[src/rtl/upp_pkg.sv]
// Package: constants for the port power and attach detect block
package upp_pkg;
  // ****************************************
  // Port numbering
  // ****************************************
  localparam int unsigned UPP_PORT_LO = 2;
  localparam int unsigned UPP_PORT_HI = 4;
  localparam int unsigned UPP_NPORTS = UPP_PORT_HI - UPP_PORT_LO + 1;
  // ****************************************
  // Reset values and strap encodings
  // ****************************************
  localparam logic UPP_POL_HIGH = 1'h1;
  localparam logic UPP_POL_RST = UPP_POL_HIGH;
  localparam logic UPP_REQ_RST = 1'h0;
  localparam logic UPP_PULLUP_RST = 1'h0;
  // Sense input must be stable this many cycles plus one (5 clocks) before a connect
  localparam int unsigned UPP_SENSE_FILT = 4;
  localparam int unsigned UPP_FILT_W = 3;
  localparam logic [UPP_FILT_W-1:0] UPP_FILT_ZERO = 3'h0;
  localparam logic [UPP_FILT_W-1:0] UPP_FILT_ONE = 3'h1;
  localparam logic [UPP_FILT_W-1:0] UPP_FILT_MAX =
    UPP_FILT_W'(UPP_SENSE_FILT);
  typedef enum logic {UPP_DETACHED, UPP_ATTACHED} upp_attach_e;
endpackage

[src/rtl/upp_top.sv]
// Port power polarity and upstream attach detect, top level
`timescale 1ns/1ps
module upp_top (
  // Clock and reset
  input wire logic clk,
  input wire logic reset,
  // Upstream side
  input wire logic upstream_bus_power_sense,
  output logic upstream_dp_pullup_en,
  // Strap
  input wire logic port_power_polarity_strap,
  // Port power requests from the hub core, index 0 is port 2
  input wire logic [upp_pkg::UPP_NPORTS-1:0] port_power_req,
  // Downstream power switches, index 0 is port 2
  output logic [upp_pkg::UPP_NPORTS-1:0] downstream_port_power_enable,
  // Status
  output logic polarity_active_high
);
  import upp_pkg::*;
  // ****************************************
  // Strap capture
  // ****************************************
  logic pol_r;
  logic in_reset_r;
  always_ff @(posedge clk) begin
    if (reset) begin
      in_reset_r <= 1'h1;
    end else begin
      in_reset_r <= 1'h0;
    end
  end
  // Sample on the first clock after release, then freeze
  always_ff @(posedge clk) begin
    if (reset) begin
      pol_r <= UPP_POL_RST;
    end else if (in_reset_r) begin
      pol_r <= port_power_polarity_strap;
    end
  end
  wire logic pol_eff;
  assign pol_eff = in_reset_r ? port_power_polarity_strap : pol_r;
  assign polarity_active_high = pol_r;
  // ****************************************
  // Upstream attach detect
  // ****************************************
  upp_attach_e state_r;
  upp_attach_e state_nxt;
  logic [UPP_FILT_W-1:0] filt_r;
  logic [UPP_FILT_W-1:0] filt_nxt;
  logic pullup_r;
  wire logic filt_done;
  assign filt_done = (filt_r == UPP_FILT_MAX);
  always_comb begin
    state_nxt = state_r;
    filt_nxt = filt_r;
    case (state_r)
      UPP_DETACHED: begin
        if (!upstream_bus_power_sense) begin
          filt_nxt = UPP_FILT_ZERO;
        end else if (filt_done) begin
          state_nxt = UPP_ATTACHED;
        end else begin
          filt_nxt = filt_r + UPP_FILT_ONE;
        end
      end
      UPP_ATTACHED: begin
        filt_nxt = UPP_FILT_ZERO;
        if (!upstream_bus_power_sense) begin
          state_nxt = UPP_DETACHED;
        end
      end
      default: begin
        state_nxt = UPP_DETACHED;
        filt_nxt = UPP_FILT_ZERO;
      end
    endcase
  end
  always_ff @(posedge clk) begin
    if (reset) begin
      state_r <= UPP_DETACHED;
      filt_r <= UPP_FILT_ZERO;
      pullup_r <= UPP_PULLUP_RST;
    end else begin
      state_r <= state_nxt;
      filt_r <= filt_nxt;
      pullup_r <= (state_nxt == UPP_ATTACHED) && upstream_bus_power_sense;
    end
  end
  // Drop the pull-up at once when bus power goes away
  assign upstream_dp_pullup_en = pullup_r && upstream_bus_power_sense;
  // ****************************************
  // Downstream port power
  // ****************************************
  genvar g;
  generate
    for (g = 0; g < UPP_NPORTS; g++) begin : g_port
      upp_port_drv u_drv (
        .clk(clk),
        .reset(reset),
        .power_req(port_power_req[g]),
        .polarity_live(port_power_polarity_strap),
        .polarity_held(pol_eff),
        .downstream_port_power_enable(downstream_port_power_enable[g])
      );
    end
  endgenerate
endmodule

[src/rtl/upp_port_drv.sv]
// One downstream port power enable output stage
`timescale 1ns/1ps
module upp_port_drv (
  // Clock and reset
  input wire logic clk,
  input wire logic reset,
  // Control
  input wire logic power_req,
  input wire logic polarity_live,
  input wire logic polarity_held,
  // Pin
  output logic downstream_port_power_enable
);
  import upp_pkg::*;
  logic req_r;
  wire logic active_level;
  always_ff @(posedge clk) begin
    if (reset) begin
      req_r <= UPP_REQ_RST;
    end else begin
      req_r <= power_req;
    end
  end
  // During reset the live strap sets the level, combinationally
  assign active_level = reset ? polarity_live : polarity_held;
  // Asserted drives the strap level, negated drives its inverse
  assign downstream_port_power_enable =
    (req_r && !reset) ? active_level : ~active_level;
endmodule

[config.mk]
export PLATFORM = sky130hd
export DESIGN_NAME = upp_top
export DESIGN_NICKNAME = d
export VERILOG_FILES = /design/src/rtl/upp_pkg.sv /design/src/rtl/upp_top.sv /design/src/rtl/upp_port_drv.sv
export SDC_FILE = /design/constraint.sdc
export NUM_CORES = 1
export LEC_CHECK = 0
export BUFFER_PORTS_ARGS = -buffer_cell sky130_fd_sc_hd__buf_4
export CAP_MARGIN = 10
export CORE_AREA = 2 2 39 41
export DETAILED_ROUTE_END_ITERATION = 16
export DIE_AREA = 0 0 41 43
export GPL_TIMING_DRIVEN = 1
export MAX_ROUTING_LAYER = met4
export PLACE_DENSITY = 0.63
export SETUP_SLACK_MARGIN = 0.5
export SLEW_MARGIN = 15
export SYNTH_ARGS = -nofsm -noshare
export SYNTH_HDL_FRONTEND = slang
export SYNTH_HIERARCHICAL = 1
export SYNTH_SLANG_ARGS = --single-unit
[constraint.sdc]
create_clock -name clk -period 2.3 [get_ports clk]
set_clock_uncertainty 0.1 [all_clocks]
set_input_delay 0.23 -clock clk [delete_from_list [all_inputs] [get_ports clk]]
set_output_delay 0.23 -clock clk [all_outputs]
set_load 0.02 [all_outputs]
After elaboration in Yosys (flattened, before gate mapping)
Index checks and enable logic that the tools add are counted.
{ "totals": {"regBits": 10, "input_bits": 7} }
{ "classes": {"addsub": 1, "n_eq_ne": 2, "muxes": 13, "bitwise": 2, "n_reduce_logical": 6} }
{ "op_table": {"columns": ["cell", "count"], "rows": [
  ["1-bit 2-to-1 mux", 9],
  ["3-bit 2-to-1 mux", 2],
  ["3-bit case mux with 2 select lines", 1],
  ["1-bit logical AND", 5],
  ["3-bit by 1-bit adder with 3-bit output (second input constant)", 1],
  ["3-bit == test (second input constant)", 1],
  ["3-bit inequality test (second input constant)", 1],
  ["1-bit NOT", 2],
  ["1-bit case mux with 2 select lines", 1],
  ["1-bit zero test", 1]
]} }

Depth between registers and ports, before layout
{ "logic_depth": {"depth_word": 5, "depth_mapped": 4, "mapped_depth_nobuf": 4} }

By module
Netlist, hierarchy kept.
{ "by_module_without_submodules": {"columns": ["mod", "instances", "cells_each", "area_per_inst_um2", "seq_area_each_um2"], "rows": [
  ["upp_top", 1, 27, 289.0, 140.1],
  ["upp_port_drv", 3, 4, 45.0, 20.0]
]} }

Least setup slack after synthesis
No wires, ideal clock.
{ "synth_timing": {"path_type": "register to output", "from": "register pol_r, in the netlist polarity_active_high", "to": "output downstream_port_power_enable[0] (netlist bit)", "arrival_time_ns": 1.195, "required_time_ns": 1.970, "setup_slack_ns": 0.775, "path_stages_with_launch": 4, "path_buffers": 0, "path_cell_list": "dfxtp_1 -> mux2_2 -> xor2_1 -> mux2i_1"} }
{ "synth_via": {"elab_chain_len": 4} }
{ "synth_lines": {"columns": ["element", "line_no", "source"], "rows": [
  ["start: declaration", "upp_top.sv:23", "logic pol_r;"],
  ["start signal: assignment", "upp_top.sv:37", "pol_r <= port_power_polarity_strap;"],
  ["1-bit 2-to-1 mux (*)", null, null],
  ["via pol_eff", "upp_top.sv:40", "wire logic pol_eff;"],
  ["1-bit 2-to-1 mux (*)", "upp_port_drv.sv:25", "assign active_level = reset ? polarity_live : polarity_held;"],
  ["1-bit NOT", "upp_port_drv.sv:28", "(req_r && !reset) ? active_level : ~active_level;"],
  ["1-bit 2-to-1 mux (*)", "upp_port_drv.sv:28", null],
  ["end: declaration", "upp_top.sv:15", "output logic [upp_pkg::UPP_NPORTS-1:0] downstream_port_power_enable,"]
]} }
Mark *: on every way through the listed nets, which the timed path passes. The rest lies on a longest branch.

Worst setup path after layout
{ "layout_timing": {"from": "register in_reset_r", "to": "output downstream_port_power_enable[1] (netlist bit)"} }
{ "layout_via": {"elab_chain_len": 4} }
{ "layout_lines": {"columns": ["element", "line_no", "source"], "rows": [
  ["start: declaration", "upp_top.sv:24", "logic in_reset_r;"],
  ["start signal: assignment", "upp_top.sv:27", "in_reset_r <= 1'h1;"],
  ["start signal: assignment", "upp_top.sv:29", "in_reset_r <= 1'h0;"],
  ["1-bit 2-to-1 mux (*)", null, null],
  ["via pol_eff", "upp_top.sv:40", null],
  ["1-bit 2-to-1 mux (*)", "upp_port_drv.sv:25", null],
  ["1-bit NOT", "upp_port_drv.sv:28", null],
  ["1-bit 2-to-1 mux (*)", "upp_port_drv.sv:28", null]
]} }
Marked as above.

==> flow_summary.ini <==
[synthesis]
synth_area_per_cell_um2 = 10.9
synthCells = 39
synth_seq_cells = 10
ys_warn_count = 6
syn_nets = 48
synth_area_um2 = 424
synth_cell_types = 18
yosysSeqAreaShare = 0.472

[finish]
final_common_cell = buf_4
diodes = 0
final_cell_mix = 11 x buf_4, 10 x dfxtp_1
final_util = 0.410
nFillCells = 141
final_cells = 70
synthToLayoutAreaGrowth_pct = 33.6
seqCellArea_um2 = 200
drive_gt1_frac = 0.389
final_nets = 64
multiInputGateArea_um2 = 220

[cts]
htree_levels = 1
numCtsBuffers = 3
numClockSinks = 10
clock_path_buffers = 2
cts_tree = built
ctsHoldBuffers = 0
cts_setup_buffers = 0
clockRootBuffer = clkbuf_4
clk-insertion-delay-late_ns = 0.27
clk_transition_reported_paths_ns = 0.06
ctsResizeCount = 0

[setup_path]
required_ns = 1.97
crit_path_max_fanout = 4
cp_data_arrival_time_ns = 1.39
cp-start-kind = register
cp-end-kind = output pin
path_class = reg2out

[die]
ioPinCount = 12
start_util = 0.307
die_x_um = 41
die_area_um2 = 1760
num_rows = 14
die_h_um = 43
core_area_um2 = 1380

[sta]
setup_slack_ns = 0.576
period_needed_ns = 1.72
fin_tns_setup_ns = 0
rsz0062_at_grt = false
slew_headroom = 0.859
maxSlewViolCount = 0
setup_viol_count_final = 0
hold_viol = 0
tightest_slew_ns = 0.211
period_share = 0.750
fmax_mhz = 580

[detailed_routing]
wl_per_cell_um = 9.41
wl_um = 659
drt_pre_antenna_iters = 3
viasPerCell = 4.29
drtIter0Drc = 8
drc = 0
antenna_left = 0
vias = 300

[place]
dp_cells = 66
post-place-ws_ns = 0.844
place_congestion = 0.659
io_buffers = 11

[global_route]
grt_pass1_wl_um = 1050
track_usage = 0.0984
grt_overflow = 0
grt_max_degree = 12
antenna_found_initial = 0
grt_pass1_vias = 254

[pwr]
power_density_nw_per_um2 = 703
peakVddDrop_v = 0.000388
total_power_mw = 0.398
leakagePower_nw = 0.260

[status]
status = finished clean

[flow_run]
drv_cap = 0

[hold_path]
min_path_type = in2reg
## flip-flops by register name, summed over array words and instances (netlist names)
| name | flops |
|---|---|
| filt_r | 3 |
| g_port.u_drv/req_r | 3 |
| in_reset_r | 1 |
| polarity_active_high | 1 |
| pullup_r | 1 |
| state_r | 1 |
## cells in the mapped netlist
cell type	instances	share of area
a21o_1	1	0.018
or3b_4	1	0.027
nor3b_1	2	0.035
xor2_1	3	0.062
nor2b_1	3	0.044
a21oi_1	3	0.035
and2_2	1	0.018
ha_1	2	0.059
mux2_2	1	0.027
and3b_1	1	0.021
nand3_1	2	0.024
or2_2	1	0.015
nor2_1	1	0.0088
a21bo_2	1	0.024
nor3_2	1	0.024
mux2i_1	3	0.071
dfxtp_1	10	0.47
inv_1	2	0.018
## kinds of logic after synthesis
group,count (synthesis),share of synthesized area
and+or+nand+nor,13,0.215
DFF,10,0.472
AOI/OAI and AO/OA,5,0.0767
muxes,4,0.0973
xor gates and xnor gates,3,0.0620
buffers and inverters,2,0.0177
adders and majority gates,2,0.0590
## per-layer routing
layer / global-route usage / up-vias / part of all wire
met5: - / - / 0
li1: - / 162 / -
met1: 0.122 / 127 / 0.47
met2: 0.106 / 9 / 0.45
met3: 0.0785 / 2 / 0.061
met4: 0.0600 / 0 / 0.018
## worst max-delay path, cell delays in order (launching register included)
cell,delay [ns]
dfxtp_1,0.34
mux2_4,0.33
xor2_1,0.16
mux2i_1,0.13
buf_4,0.16
## path summary, 6_finish.rpt
| kind | cells past startpoint | start | end | slack [ns] |
|---|---|---|---|---|
| min | 1 | reset | in_reset_r | 0.06 |
| min reg2reg | 2 | filt_r[1] | filt_r[1] | 0.40 |
| max reg2reg | 4 | filt_r[0] | filt_r[1] | 1.11 |
| max | 4 | in_reset_r | downstream_port_power_enable[1] | 0.58 |
## cell type report
cell class | count | share of cell area
Sequential cell | 10 | 0.353
Timing Repair Buffer | 11 | 0.146
Tap cell | 16 | 0.0353
Clock buffer | 4 | 0.0640
Multi-Input combinational cell | 27 | 0.389
Inverter | 2 | 0.0132
## power by group
part	internal (mW)	switching, mW
registers	0.180	0.00398
logic	0.0319	0.0274
clock network	0.0961	0.0589
## stage by stage
| stage | hold slack (ns) | instance area (µm²) |
|---|---|---|
| after floorplan | 0.158 | 424 |
| after global placement | 0.339 | 527 |
| after detailed placement | 0.344 | 527 |
| after CTS | 0.0617 | 563 |
| after global routing | 0.0664 | 567 |
| final | 0.0636 | 567 |
Power figures use the tool's default switching activity.
